<file path="src/core/stmsr_pkg.sv">
/*
  package for the serializer timing, mode and status register slice:
  offsets, field positions, reset values and timing constants.
  assumes a byte-wide register port driven by the serial control bus front end.
*/
package stmsr_pkg;
  // --------------------------------------------------------------------------
  // register offsets
  // --------------------------------------------------------------------------
  localparam logic [7:0] OFF_CLK_HIGH   = 8'h18;
  localparam logic [7:0] OFF_CLK_LOW    = 8'h19;
  localparam logic [7:0] OFF_DP_CTRL2   = 8'h1A;
  localparam logic [7:0] OFF_BC_ERRCNT  = 8'h1B;
  localparam logic [7:0] OFF_PIN_STAT1  = 8'h1C;
  localparam logic [7:0] OFF_PIN_STAT2  = 8'h1D;
  localparam logic [7:0] OFF_GEN_CTRL   = 8'h04;
  localparam logic [7:0] OFF_PORT_SEL   = 8'h1E;

  // --------------------------------------------------------------------------
  // reset values
  // --------------------------------------------------------------------------
  localparam logic [7:0] RST_CLK_HIGH   = 8'hA1;
  localparam logic [7:0] RST_CLK_LOW    = 8'hA5;
  localparam logic [7:0] RST_ZERO       = 8'h00;

  // --------------------------------------------------------------------------
  // field positions
  // --------------------------------------------------------------------------
  localparam int BIT_SURROUND     = 0;
  localparam int BIT_WIDE_PAYLOAD = 1;
  localparam int BIT_ERR_CLEAR    = 5;
  localparam int BIT_SECOND_PORT  = 1;
  localparam int BIT_STAT1_RSVD   = 4;

  // --------------------------------------------------------------------------
  // timing: extra oscillator periods added to each clock phase
  // --------------------------------------------------------------------------
  localparam logic [8:0] CLK_EXTRA_CYC  = 9'h005;
  localparam logic [7:0] ERR_SAT        = 8'hFF;

  // clock-phase sequencer states
  typedef enum logic [1:0] {STMSR_IDLE, STMSR_HIGH, STMSR_LOW} stmsr_phase_t;
endpackage

</file>
<file path="src/core/stmsr_timer_if.sv">
/*
  interface carrying one phase-timer request and its completion between
  the register slice and its phase timer.
  assumes a single clock domain.
*/
`timescale 1ns/1ns
interface stmsr_timer_if;
  logic       start;    // one-cycle load pulse
  logic [7:0] count;    // programmed setting
  logic       done;     // one-cycle expiry pulse
  modport ctl (output start, output count, input done);
  modport tmr (input start, input count, output done);
endinterface

</file>
<file path="src/core/stmsr_phase_timer.sv">
/*
  phase timer: counts setting + 5 oscillator periods then pulses done.
  assumes start is a one-cycle pulse from the same clock.
*/
`timescale 1ns/1ns
module stmsr_phase_timer
  import stmsr_pkg::*;
(
  input  wire logic  clk,
  input  wire logic  rst_n,
  stmsr_timer_if.tmr tif
);
  // --------------------------------------------------------------------------
  // down counter
  // --------------------------------------------------------------------------
  logic [8:0] cnt_reg;  // remaining periods
  logic       run_reg;  // counting

  // load count plus the fixed extra periods, then count to one
  always_ff @(posedge clk or negedge rst_n) begin
    if (!rst_n) begin
      cnt_reg <= 9'h000;
      run_reg <= 1'b0;
    end else if (tif.start) begin
      cnt_reg <= {1'b0, tif.count} + CLK_EXTRA_CYC;
      run_reg <= 1'b1;
    end else if (run_reg) begin
      cnt_reg <= cnt_reg - 9'h001;
      if (cnt_reg == 9'h001) begin
        run_reg <= 1'b0;
      end
    end
  end

  assign tif.done = run_reg && (cnt_reg == 9'h001);
endmodule

</file>
<file path="src/core/stmsr_regs.sv">
/*
  serializer register slice: local-bus clock timing settings, data-path mode
  bits, self-test back channel error counter and general pin status.
  assumes a byte register port (addr/wdata/wr/rd) from the serial control bus
  decoder, level pin inputs from outside the clock domain, and error/self-test
  event pulses from same-clock link logic.
*/
`timescale 1ns/1ns
module stmsr_regs
  import stmsr_pkg::*;
(
  input  wire logic       clk,
  input  wire logic       rst_n,
  input  wire logic [7:0] reg_addr,
  input  wire logic [7:0] reg_wdata,
  input  wire logic       reg_wr,
  input  wire logic       reg_rd,
  output logic [7:0]      reg_rdata,
  input  wire logic       second_port_select,
  input  wire logic       master_start,
  input  wire logic       master_stop,
  output logic            master_scl_o,
  output logic            master_busy,
  input  wire logic       slave_setup_start,
  output logic            slave_scl_release,
  output logic            wide_payload_select,
  output logic            surround_enable,
  output logic            data_island_force,
  input  wire logic       repeater_mode,
  input  wire logic       inband_surround_valid,
  input  wire logic       inband_surround,
  input  wire logic       built_in_self_test_start,
  input  wire logic       bc_crc_err_port0,
  input  wire logic       bc_crc_err_port1,
  input  wire logic [8:0] general_pin_in,
  input  wire logic [8:0] general_pin_is_input,
  input  wire logic [3:0] remote_pin_in
);
  // --------------------------------------------------------------------------
  // register port decode
  // --------------------------------------------------------------------------
  logic wr_high;   // write to high-time setting
  logic wr_low;    // write to low-time setting
  logic wr_dp;     // write to data path control two
  logic wr_clear;  // write to general control with clear bit set

  assign wr_high  = reg_wr && (reg_addr == OFF_CLK_HIGH);
  assign wr_low   = reg_wr && (reg_addr == OFF_CLK_LOW);
  assign wr_dp    = reg_wr && (reg_addr == OFF_DP_CTRL2);
  assign wr_clear = reg_wr && (reg_addr == OFF_GEN_CTRL) && reg_wdata[BIT_ERR_CLEAR];

  // --------------------------------------------------------------------------
  // clock timing settings
  // --------------------------------------------------------------------------
  logic [7:0] clk_high_reg;  // high phase setting, 40 ns units nominal
  logic [7:0] clk_low_reg;   // low phase setting, also slave data setup

  // both settings are plain read/write bytes
  always_ff @(posedge clk or negedge rst_n) begin
    if (!rst_n) begin
      clk_high_reg <= RST_CLK_HIGH;
      clk_low_reg  <= RST_CLK_LOW;
    end else begin
      if (wr_high) begin
        clk_high_reg <= reg_wdata;
      end
      if (wr_low) begin
        clk_low_reg <= reg_wdata;
      end
    end
  end

  // --------------------------------------------------------------------------
  // data path control two
  // --------------------------------------------------------------------------
  logic wide_reg;      // 28-bit payload mode
  logic surround_reg;  // software surround request

  // only bits 1:0 exist; upper written bits are dropped
  always_ff @(posedge clk or negedge rst_n) begin
    if (!rst_n) begin
      wide_reg     <= 1'b0;
      surround_reg <= 1'b0;
    end else if (wr_dp) begin
      wide_reg     <= reg_wdata[BIT_WIDE_PAYLOAD];
      surround_reg <= reg_wdata[BIT_SURROUND];
    end
  end

  assign wide_payload_select = wide_reg;
  // repeater in-band detection wins over the software bit while it is valid
  assign surround_enable = (repeater_mode && inband_surround_valid) ? inband_surround : surround_reg;
  // multichannel audio can only travel in data islands
  assign data_island_force = surround_enable;

  // --------------------------------------------------------------------------
  // back channel error counters, one per link
  // --------------------------------------------------------------------------
  logic [7:0] err_cnt_reg [2];  // per-port saturating counts
  logic [1:0] err_evt;          // per-port error pulses

  assign err_evt = {bc_crc_err_port1, bc_crc_err_port0};

  // a clear wins over an error in the same cycle: the test restarts from zero
  for (genvar p = 0; p < 2; p++) begin : g_err
    always_ff @(posedge clk or negedge rst_n) begin
      if (!rst_n) begin
        err_cnt_reg[p] <= RST_ZERO;
      end else if (built_in_self_test_start || wr_clear) begin
        err_cnt_reg[p] <= RST_ZERO;
      end else if (err_evt[p] && (err_cnt_reg[p] != ERR_SAT)) begin
        err_cnt_reg[p] <= err_cnt_reg[p] + 8'h01;
      end
    end
  end

  // --------------------------------------------------------------------------
  // pin input synchronisers: three stages, change taken when 2nd and 3rd agree
  // --------------------------------------------------------------------------
  logic [12:0] pin_s1_reg;   // first stage, read only by second stage
  logic [12:0] pin_s2_reg;   // second stage
  logic [12:0] pin_s3_reg;   // third stage
  logic [12:0] pin_val_reg;  // accepted level
  logic [12:0] pin_raw;      // local pins then remote pins

  assign pin_raw = {remote_pin_in, general_pin_in};

  // pins are asynchronous; filtering stops a metastable sample reaching status
  always_ff @(posedge clk or negedge rst_n) begin
    if (!rst_n) begin
      pin_s1_reg  <= 13'h0000;
      pin_s2_reg  <= 13'h0000;
      pin_s3_reg  <= 13'h0000;
      pin_val_reg <= 13'h0000;
    end else begin
      pin_s1_reg  <= pin_raw;
      pin_s2_reg  <= pin_s1_reg;
      pin_s3_reg  <= pin_s2_reg;
      pin_val_reg <= (pin_s2_reg & pin_s3_reg) | (pin_val_reg & (pin_s2_reg | pin_s3_reg));
    end
  end

  // --------------------------------------------------------------------------
  // pin status bytes
  // --------------------------------------------------------------------------
  logic [8:0] local_pin_stat;  // local level, zero when pin not an input
  logic [3:0] low_nibble;      // local or remote pins three to zero
  logic [7:0] stat1;           // status register one image
  logic [7:0] stat2;           // status register two image

  // output-mode pins have no defined status; reporting zero keeps it quiet
  assign local_pin_stat = pin_val_reg[8:0] & general_pin_is_input;
  assign low_nibble = second_port_select ? pin_val_reg[12:9] : local_pin_stat[3:0];
  assign stat1 = {local_pin_stat[7:5], 1'b0, low_nibble};
  assign stat2 = {7'h00, local_pin_stat[8]};

  // --------------------------------------------------------------------------
  // read mux, registered; software must clear port select to see port zero
  // --------------------------------------------------------------------------
  logic [7:0] rd_mux;  // combinational read image

  always_comb begin
    rd_mux = RST_ZERO;
    unique case (reg_addr)
      OFF_CLK_HIGH:  rd_mux = clk_high_reg;
      OFF_CLK_LOW:   rd_mux = clk_low_reg;
      OFF_DP_CTRL2:  rd_mux = {6'h00, wide_reg, surround_reg};
      OFF_BC_ERRCNT: rd_mux = err_cnt_reg[second_port_select ? 1 : 0];
      OFF_PIN_STAT1: rd_mux = stat1;
      OFF_PIN_STAT2: rd_mux = stat2;
      default:       rd_mux = RST_ZERO;
    endcase
  end

  // data held until the next read
  always_ff @(posedge clk or negedge rst_n) begin
    if (!rst_n) begin
      reg_rdata <= RST_ZERO;
    end else if (reg_rd) begin
      reg_rdata <= rd_mux;
    end
  end

  // --------------------------------------------------------------------------
  // local bus master clock sequencer
  // --------------------------------------------------------------------------
  stmsr_phase_t   phase_reg;   // current phase
  stmsr_timer_if  mtif ();     // master phase timer link
  stmsr_timer_if  stif ();     // slave setup timer link

  // settings are sampled at each phase start, so a write mid-phase takes
  // effect from the next phase rather than stretching the current one
  always_ff @(posedge clk or negedge rst_n) begin
    if (!rst_n) begin
      phase_reg <= STMSR_IDLE;
    end else begin
      unique case (phase_reg)
        STMSR_IDLE: begin
          if (master_start) begin
            phase_reg <= STMSR_LOW;
          end
        end
        STMSR_LOW: begin
          if (mtif.done) begin
            phase_reg <= STMSR_HIGH;
          end
        end
        STMSR_HIGH: begin
          if (mtif.done) begin
            phase_reg <= master_stop ? STMSR_IDLE : STMSR_LOW;
          end
        end
        default: phase_reg <= STMSR_IDLE;
      endcase
    end
  end

  // low phase timed by the low setting, high phase by the high setting
  assign mtif.start = (phase_reg == STMSR_IDLE && master_start) ||
                      (phase_reg == STMSR_LOW && mtif.done) ||
                      (phase_reg == STMSR_HIGH && mtif.done && !master_stop);
  assign mtif.count = (phase_reg == STMSR_LOW) ? clk_high_reg : clk_low_reg;
  assign master_scl_o = (phase_reg != STMSR_LOW);
  assign master_busy  = (phase_reg != STMSR_IDLE);

  stmsr_phase_timer u_master_timer (
    .clk   (clk),
    .rst_n (rst_n),
    .tif   (mtif)
  );

  // --------------------------------------------------------------------------
  // slave data setup before releasing the clock line
  // --------------------------------------------------------------------------
  assign stif.start = slave_setup_start;
  assign stif.count = clk_low_reg;
  assign slave_scl_release = stif.done;

  stmsr_phase_timer u_slave_timer (
    .clk   (clk),
    .rst_n (rst_n),
    .tif   (stif)
  );
endmodule

</file>
<file path="config.mk">
export PLATFORM = sky130hd
export DESIGN_NAME = stmsr_regs
export DESIGN_NICKNAME = d
export VERILOG_FILES = /design/src/core/stmsr_pkg.sv /design/src/core/stmsr_timer_if.sv /design/src/core/stmsr_phase_timer.sv /design/src/core/stmsr_regs.sv
export SDC_FILE = /design/constraint.sdc
export NUM_CORES = 1
export LEC_CHECK = 0
export ABC_AREA = 1
export BUFFER_PORTS_ARGS = -buffer_cell sky130_fd_sc_hd__buf_2
export CAP_MARGIN = 20
export CORE_ASPECT_RATIO = 1.25
export CORE_MARGIN = 3
export CORE_UTILIZATION = 40
export DETAILED_ROUTE_END_ITERATION = 10
export GPL_ROUTABILITY_DRIVEN = 0
export SKIP_LAST_GASP = 1
export SLEW_MARGIN = 10
export SYNTH_ARGS = -nofsm -noshare
export SYNTH_HDL_FRONTEND = slang
export SYNTH_SLANG_ARGS = --single-unit
</file>
<file path="constraint.sdc">
create_clock -name clk -period 1.83 [get_ports clk]
set_input_delay 0.0915 -clock clk [delete_from_list [all_inputs] [get_ports clk]]
set_output_delay 0.0915 -clock clk [all_outputs]
set_load 0.005 [all_outputs]
</file>
# Word level (Yosys, flattened, before mapping)
# Cells that the tools add are included.
dict set report word_totals {
  ff_bits 116
  elab_cells 98
  output_inout_bits 14
  input_bits 52
}
dict set report op_classes {
  n_eq_ne 17
  reduce_logical 25
  order_cmp 1
  bitwise_logic 6
  muxes 27
  n_addsub 6
}
# op count
set ops {}
lappend ops {{$mux 8} 8}
lappend ops {{$eq 8x5->1 const B} 6}
lappend ops {{$pmux 8 s6} 1}
lappend ops {{$mux 9} 4}
lappend ops {{$ge 32x2->1 const B} 1}
lappend ops {{$not 1->32} 1}
lappend ops {{$and 13x13->13} 2}
lappend ops {{$or 13x13->13} 2}
lappend ops {{$add 8x3->9 const B} 2}
lappend ops {{$eq 9x1->1 const B} 2}
lappend ops {{$sub 9x1->9 const B} 2}
lappend ops {{$add 8x1->8 const B} 2}
lappend ops {{$ne 8x8->1 const B} 2}
lappend ops {{$logic_and 1x1->1} 14}
lappend ops {{$reduce_bool 2->1} 5}
lappend ops {{$and 9x9->9} 1}
lappend ops {{$eq 8x3->1 const B} 1}
lappend ops {{$mux 1} 8}
lappend ops {{$mux 2} 4}
lappend ops {{$ne 2x2->1 const B} 4}
lappend ops {{$pmux 2 s3} 1}
lappend ops {{$mux 4} 1}
lappend ops {{$logic_or 1x1->1} 3}
lappend ops {{$reduce_and 3->1} 1}
lappend ops {{4 further kinds} 4}

# Depth between registers and ports, before layout
# Gate-level depths: netlist of the first run.
dict set report logic_depth {
  ltp_word 6
  mapped_depth 12
  mapped_depth_nobuf 12
}

# Cells and area by module
# Synthesis of the first run repeated with hierarchy kept, for this count alone.
dict set report hier_totals {
  cells_unflattened 701
  hier_area_um2 5800.6
}
# mod area_per_inst_um2 n_inst cells_each seq_area_each_um2
set modules_own_cells {}
lappend modules_own_cells {stmsr_regs 4164.0 1 451 2311.0}
lappend modules_own_cells {stmsr_phase_timer 818.3 2 125 250.2}

# Least setup slack after synthesis of the first run
# OpenSTA, ideal clock, no wires.
dict set report synth_path {
  path_kind {register to register}
  start {register phase_reg[0]}
  end {register u_master_timer.cnt_reg[6]}
  arrival_time_ps 1580
  path_stages_with_launch 13
  setup_time_ps 77
  n_path_buf 1
  path_slack_ps 172
  required_ps 1753
  period_less_slack_ps 1658
  path_cell_list {dfrtp_1 inv_4 nand2_4 buf_12 nand2_1 nand2_2 ha_1 nand3b_1 nand2_1 nor2_2 nand2_1 nand3_1 a21oi_1}
}
dict set report synth_via {
  elab_chain_len 5
  elab_cells_between_ends 13
  classes_between {add/sub (1); eq/ne (2); mux (2); reduce/logical (8)}
}
# element line
set synth_rtl {}
lappend synth_rtl {{from (decl)} stmsr_regs.sv:187} ;# stmsr_phase_t phase_reg;
lappend synth_rtl {{from (signal assigned)} stmsr_regs.sv:210} ;# phase_reg <= master_stop ? STMSR_IDLE : STMSR_LOW;
lappend synth_rtl {{parallel branches: the longest is 5 deep, another holds $add 8x3->9} --}
lappend synth_rtl {{to (signal assigned)} stmsr_phase_timer.sv:25} ;# cnt_reg <= {1'b0, tif.count} + CLK_EXTRA_CYC;
lappend synth_rtl {{to (signal assigned)} stmsr_phase_timer.sv:28} ;# cnt_reg <= cnt_reg - 9'h001;
lappend synth_rtl {{to (decl)} stmsr_phase_timer.sv:16} ;# logic [8:0] cnt_reg;
# Parallel ways; which one is timed is not known.
# A chain may end at the register's enable or synchronous reset.

# Worst setup path after layout of the first run
# Same ends and word-level chain as after synthesis.

==> results of run 1 <==
[layer usage]
layer,track usage,part of all wire,up-vias
met5,0,0,-
met3,0.03800,0.040,21
li1,-,-,2249
met4,0.06999,0.025,0
met1,0.2205,0.43,2054
met2,0.3114,0.51,96
[power groups by stage]
stage,Clock (uW),Sequential (uW),Combinational [uW]
finish,1910,2940,1320
global route,2070,2970,1530
CTS,1980,2930,1320
detailed placement,0,2980,1290
global placement,0,2960,1260
floorplan,0,2900,1010
[area by class of cell]
cell class,instances,area (sq um),area share
Clock buffer,10,239.0,0.03716
Clock inverter,6,48.80,0.007588
Inverter,70,265.3,0.04125
Multi-Input combinational cell,447,2266,0.3523
Sequential cell,112,2814,0.4375
Tap cell,168,210.2,0.03268
Timing Repair Buffer,90,588.1,0.09144
[per-stage QoR]
step | worst slack [ns] | total power [uW] | instances | cell area, sq um | utilization
floorplan | 0.1724 | 3909 | 639 | 5406 | -
global route | 0.006809 | 6569 | 903 | 6431 | 0.4966
detailed placement | 0.01396 | 4272 | 870 | 5957 | 0.4600
CTS | 0.01095 | 6232 | 903 | 6415 | 0.4954
finish | 0.1581 | 6166 | 903 | 6431 | 0.4966
global placement | 0.08838 | 4217 | 870 | 5957 | 0.4600
[cells by family after synthesis]
family / share of synthesized area
simple gates: 0.2583
flops: 0.5200
fa+ha+maj: 0.04073
mux: 0.004165
xor+xnor: 0.01458
buf+inv: 0.06341
compound gates: 0.09882
[worst max-delay path by stage]
| stage | slack (ns) | cells past startpoint | to |
|---|---|---|---|
| after detailed placement | 0.01 | 9 | u_master_timer.cnt_reg[3]$_DFFE_PN0P_ |
| after global routing | 0.007 | 11 | u_master_timer.cnt_reg[6]$_DFFE_PN0P_ |
| after global placement | 0.09 | 9 | u_master_timer.cnt_reg[3]$_DFFE_PN0P_ |
| after CTS | 0.01 | 9 | u_master_timer.cnt_reg[3]$_DFFE_PN0P_ |
| after floorplan | 0.17 | 12 | u_master_timer.cnt_reg[6]$_DFFE_PN0P_ |
| final | 0.16 | 11 | u_master_timer.cnt_reg[6]$_DFFE_PN0P_ |
[critical path, delay by kind of cell, from the launching register on]
family	cells	cell delay, ns
AOI/OAI and AO/OA	1	0.12
adders and majority gates	1	0.21
buffers and inverters	1	0.11
DFF	1	0.46
and+or+nand+nor	8	0.70
[cell usage after synthesis (8+ instances only)]
| cell | count | area share |
|---|---|---|
| nor2_1 | 56 | 0.039 |
| nand2_2 | 10 | 0.012 |
| nand2_1 | 164 | 0.11 |
| ha_1 | 8 | 0.019 |
| nor3_1 | 12 | 0.011 |
| xor2_1 | 9 | 0.015 |
| nand3_1 | 50 | 0.046 |
| o21ai_0 | 58 | 0.054 |
| dfrtp_1 | 105 | 0.49 |
| a21oi_1 | 25 | 0.023 |
| inv_1 | 67 | 0.047 |
| maj3_1 | 12 | 0.022 |
[placed cells by master (no fill, tap or decap), types with 4 or more instances in the layout]
cell type      count
nand2_1          163
dfrtp_1          103
inv_1             67
buf_2             62
o21ai_0           58
nor2_1            56
nand3_1           50
a21oi_1           25
dlygate4sd3_1     17
maj3_1            12
nor3_1            12
nand2_2           10
xor2_1             9
clkbuf_16          9
buf_4              9
ha_1               8
nand2_4            7
nand4_1            7
dfstp_2            7
o21ai_1            4
[repair_timing]
item / in CTS / in global routing
hold buffers: 17 / 0
setup endpoints to repair: 0 / 10
endpoints found under the hold margin: 47 / 0
gates resized for setup: 0 / 5
==> reports/qor.yml, run 1 <==
cts_max_path_buffers: 2
initial_core_util: 0.4175
dieArea_sq_mm: 0.01496
yosys_register_bits: 112
dieWidth_um: 110.0
period_minus_slack_ns: 1.672
cp_slowest_cell: "dfrtp_2"
hold_end: "clk_high_reg[4]$_DFFE_PN0P_"
crit_path_cell_trace: "inv_4 > nand2_4 > nand2_1 > nand2_2 > ha_1 > nand3b_1 > nand2_1 > nor2_2 > nand2_1 > nand3_1 > a21oi_1"
wl_mm: 12.58
coreArea_sq_mm: 0.01295
setup_violations: 0
reg2reg_to: "u_master_timer.cnt_reg[6]$_DFFE_PN0P_"
cp_max_fo: 8
firstDrtPassIters: 5
post_cts_buffers: 0
internal_power_uw: 4218
grtUsageTotal: 0.1813
reg2reg_slack_ns: 0.16
antennaDiodeCount: 0
root_buffer: "clkbuf_16"
critPathKind: "reg2reg"
drtIter0Drc: 263
hold_start: "reg_wdata[4]"
maxCapViolCount: 0
min_path_cells: 3
finalClockSkew_ns: 0.01497
power.leakage_uw: 0.003122
rr_worst_depth: 11
fmax_mhz: 598.1
grt_first_pass_wirelength_mm: 21.29
vias: 4420
yosysUniqueCellTypes: 40
worstPathArrival_ns: 1.96
p_sw_uw: 1948
drt.antenna.violating_nets: 0
drive_above_1_share: 0.1755
fin_crit_sh: 0.9136
seq_power_share: 0.476
viasPerCell: 4.895
htreeDepth: 3
syn-num-nets: 699
clk_pin_slew_worst_paths_ns: 0.08
largest_reg_flops: 16
max_stage_delay_ns: 0.46
rsz0062_at_grt: "false"
dieHeight_um: 136.0
status: "finished clean"
grt_pass1_vias: 4539
antenna_found_initial: 0
maxSlewHeadroom: 0.7035
clock_latency_ns: 0.36
slew_viol_final: 0
io_pins: 66
synth_edf_count: 0
power_frac_comb: 0.215
crit_path_start_kind: "register"
crit_path_start: "phase_reg[0]$_DFFE_PN0P_"
dpl.hpwl_mm: 9.597
numCtsBuffers: 9
hold_class: "in2reg"
avgSynthCellArea_sq_um: 8.461
grt_max_degree: 48
worstMarginPinSlew_ns: 0.4447
setup_tns_ns: 0
powerDensity_mw_per_mm2: 958.8
wl_per_cell_um: 13.93
drc: 0
ys_seq_area_frac: 0.5200
vdd_drop_max_uv: 511.4
p_sw_frac: 0.3160
endpoint_kind: "register"
overflow: 0
n_fill_cell: 1239
cts_sinks: 112
hold_slack_ns: 0.01609
netlist_area_sq_mm: 0.005406
p_clk_frac: 0.309
io_buffers: 63
finalNetCount: 790
cts_tree: "built"
ys.warnings.count: 0
async_flop_share: 1.000
ys.flop_type: "dfrtp_1"
finalHoldViolCount: 0
area_growth_pct: 18.95
syn_inst: 639
crit_top_cell: "nand2_1"
cp.required_ns: 2.12
r2r_start: "phase_reg[0]$_DFFE_PN0P_"
rows: 46
No activity file was read; power rests on OpenSTA's default activity.
==> run 2, diff against run 1 <==
--- a/config.mk
+++ b/config.mk
@@ -8,7 +8,7 @@
 export ABC_AREA = 1
 export BUFFER_PORTS_ARGS = -buffer_cell sky130_fd_sc_hd__buf_2
 export CAP_MARGIN = 20
-export CORE_ASPECT_RATIO = 1.25
+export CORE_ASPECT_RATIO = 1.1
 export CORE_MARGIN = 3
 export CORE_UTILIZATION = 40
 export DETAILED_ROUTE_END_ITERATION = 10
==> run 2 against run 1 <==
Against the previous run:
- via count rose by 2.4%
- cell area rose by 0.39%
- wire length rose by 0.39%
- setup slack got worse by 0.013 ns
- critical path depth fell by 4
- clock power rose by 8%
- register-to-register slack barely moved
- sequential cell count did not move
- clock-buffer cell count fell by 1
- sequential power barely moved
- combinational power rose by 8%
- hold slack improved by 0.0017 ns
- largest cell class unchanged
- highest routed layer unchanged
==> reports/qor.yml, run 2 (synthesized netlist as in run 1, its figures left out) <==
firstDrtPassIters: 4
dieHeight_um: 127.9
overflow: 0
finalNetCount: 792
antenna_found_initial: 0
dieArea_sq_mm: 0.01495
layout_commonest_cell: "nand2_1"
routedLengthMet1_mm: 5.517
layoutNonFillerInstCount: 894
vias: 4524
endpoint_kind: "register"
seq_area_sq_mm: 0.002814
wl_met3_um: 602
finalClockSkew_ns: 0.008962
rsz0062_at_grt: "false"
drtIter0Drc: 408
clk_pin_slew_worst_paths_ns: 0.08
numCtsBuffers: 9
pre_cts_ws_ns: 0.08925
clock_latency_ns: 0.36
met2_length_mm: 6.272
grt_first_pass_wirelength_mm: 21.29
hold_class: "in2reg"
maxCapViolCount: 0
power.leakage_uw: 0.003151
cts_sinks: 112
io_pins: 66
rows: 43
wl_per_cell_um: 14.12
coreArea_sq_mm: 0.01291
worstPathArrival_ns: 1.94
cp.required_ns: 2.08
cp_max_fo: 8
setup_tns_ns: 0
dp_cells: 859
powerDensity_mw_per_mm2: 990.7
drive_above_1_share: 0.1818
dieWidth_um: 116.9
io_buffers: 63
status: "finished clean"
vdd_drop_max_uv: 824.0
area_growth_pct: 19.42
dpl.hpwl_mm: 9.300
grtUsageTotal: 0.1805
fmax_mhz: 593.6
setup_violations: 0
maxSlewHeadroom: 0.6483
grt_pass1_vias: 4538
drc: 0
hold_slack_ns: 0.01780
n_fill_cell: 1220
htreeDepth: 3
cts_max_path_buffers: 2
crit_path_start_kind: "register"
grt_max_degree: 47
mostFrequentLayoutCells: "nand2_1, dfrtp_1, inv_1"
worstMarginPinSlew_ns: 0.5221
routed.top_layer: "met4"
antennaDiodeCount: 0
drt.antenna.violating_nets: 0
largest_reg_flops: 16
initial_core_util: 0.4187
cts_tree: "built"
setup_ws_ns: 0.1453
viasPerCell: 5.060
slew_viol_final: 0
finalHoldViolCount: 0
period_minus_slack_ns: 1.685
multiInputGateArea_sq_mm: 0.002263
fin_crit_sh: 0.9206
wl_mm: 12.62
root_buffer: "clkbuf_16"
critPathKind: "reg2reg"
==> run 2: changes by cell type in the layout (fill, tap and decap cells not counted), sizes merged <==
| cell | change |
|---|---|
| buf | +4 |
| dlygate4sd3 | -2 |
| clkbuf | -1 |
| clkinvlp | -2 |
| clkinv | +1 |
| inv | +2 |
==> run 2: repair_timing <==
action	CTS	global route
hold endpoints to repair	39	0
gates resized for setup	0	6
hold buffers	15	0
setup endpoints to repair	0	11
buffers inserted	0	4
==> run 2: worst max-delay path, cell delays in order, from the launching register on <==
cell and delay, ns:
dfrtp_2 0.45, inv_4 0.11, nand2_4 0.08, buf_4 0.18, o21ai_0 0.43, nand3_1 0.16
nand3_2 0.12, a21oi_2 0.05
==> run 2: layout make-up <==
class,count,share of cell area
repair buffers,92,0.09264
clock buffers,9,0.03488
clock inverters,7,0.01453
multi-input cells,447,0.3506
flip-flops and latches,112,0.4359
well taps,157,0.03043
inverters,70,0.04109
==> run 2: path summary, 6_finish.rpt <==
kind                                          startpoint                               endpoint  slack, ns  cells after the start
worst max-delay path            phase_reg[0]$_DFFE_PN0P_  u_master_timer.cnt_reg[7]$_DFFE_PN0P_       0.15                      7
worst min-delay path                        reg_wdata[7]            clk_high_reg[7]$_DFFE_PN1P_       0.02                      3
worst max register to register  phase_reg[0]$_DFFE_PN0P_  u_master_timer.cnt_reg[7]$_DFFE_PN0P_       0.15                      7
worst min register to register   pin_s1_reg[5]$_DFF_PN0_                pin_s2_reg[5]$_DFF_PN0_       0.35                      0
max in group asynchronous                          rst_n               pin_val_reg[7]$_DFF_PN0_       0.99                      3
min in group asynchronous                          rst_n       u_master_timer.run_reg$_DFF_PN0_       0.23                      2
==> run 2: per-layer routing <==
layer | track usage | vias to the layer above
li1 | - | 2271
met5 | 0 | -
met4 | 0.06005 | 0
met2 | 0.2946 | 101
met3 | 0.04580 | 19
met1 | 0.2336 | 2133
==> run 2: per-stage QoR <==
| step | total power, uW | util | instance area [sq um] |
|---|---|---|---|
| finish | 6396 | 0.5000 | 6456 |
| CTS | 6433 | 0.4966 | 6412 |
| global placement | 4263 | 0.4603 | 5943 |
| global route | 6814 | 0.5000 | 6456 |
| floorplan | 3909 | - | 5406 |
| detailed placement | 4310 | 0.4603 | 5943 |
==> run 2: power by group <==
part / internal (uW) / switching, uW
Sequential: 2710 / 203
Combinational: 568 / 848
Clock: 1010 / 1060
Total: 4290 / 2110
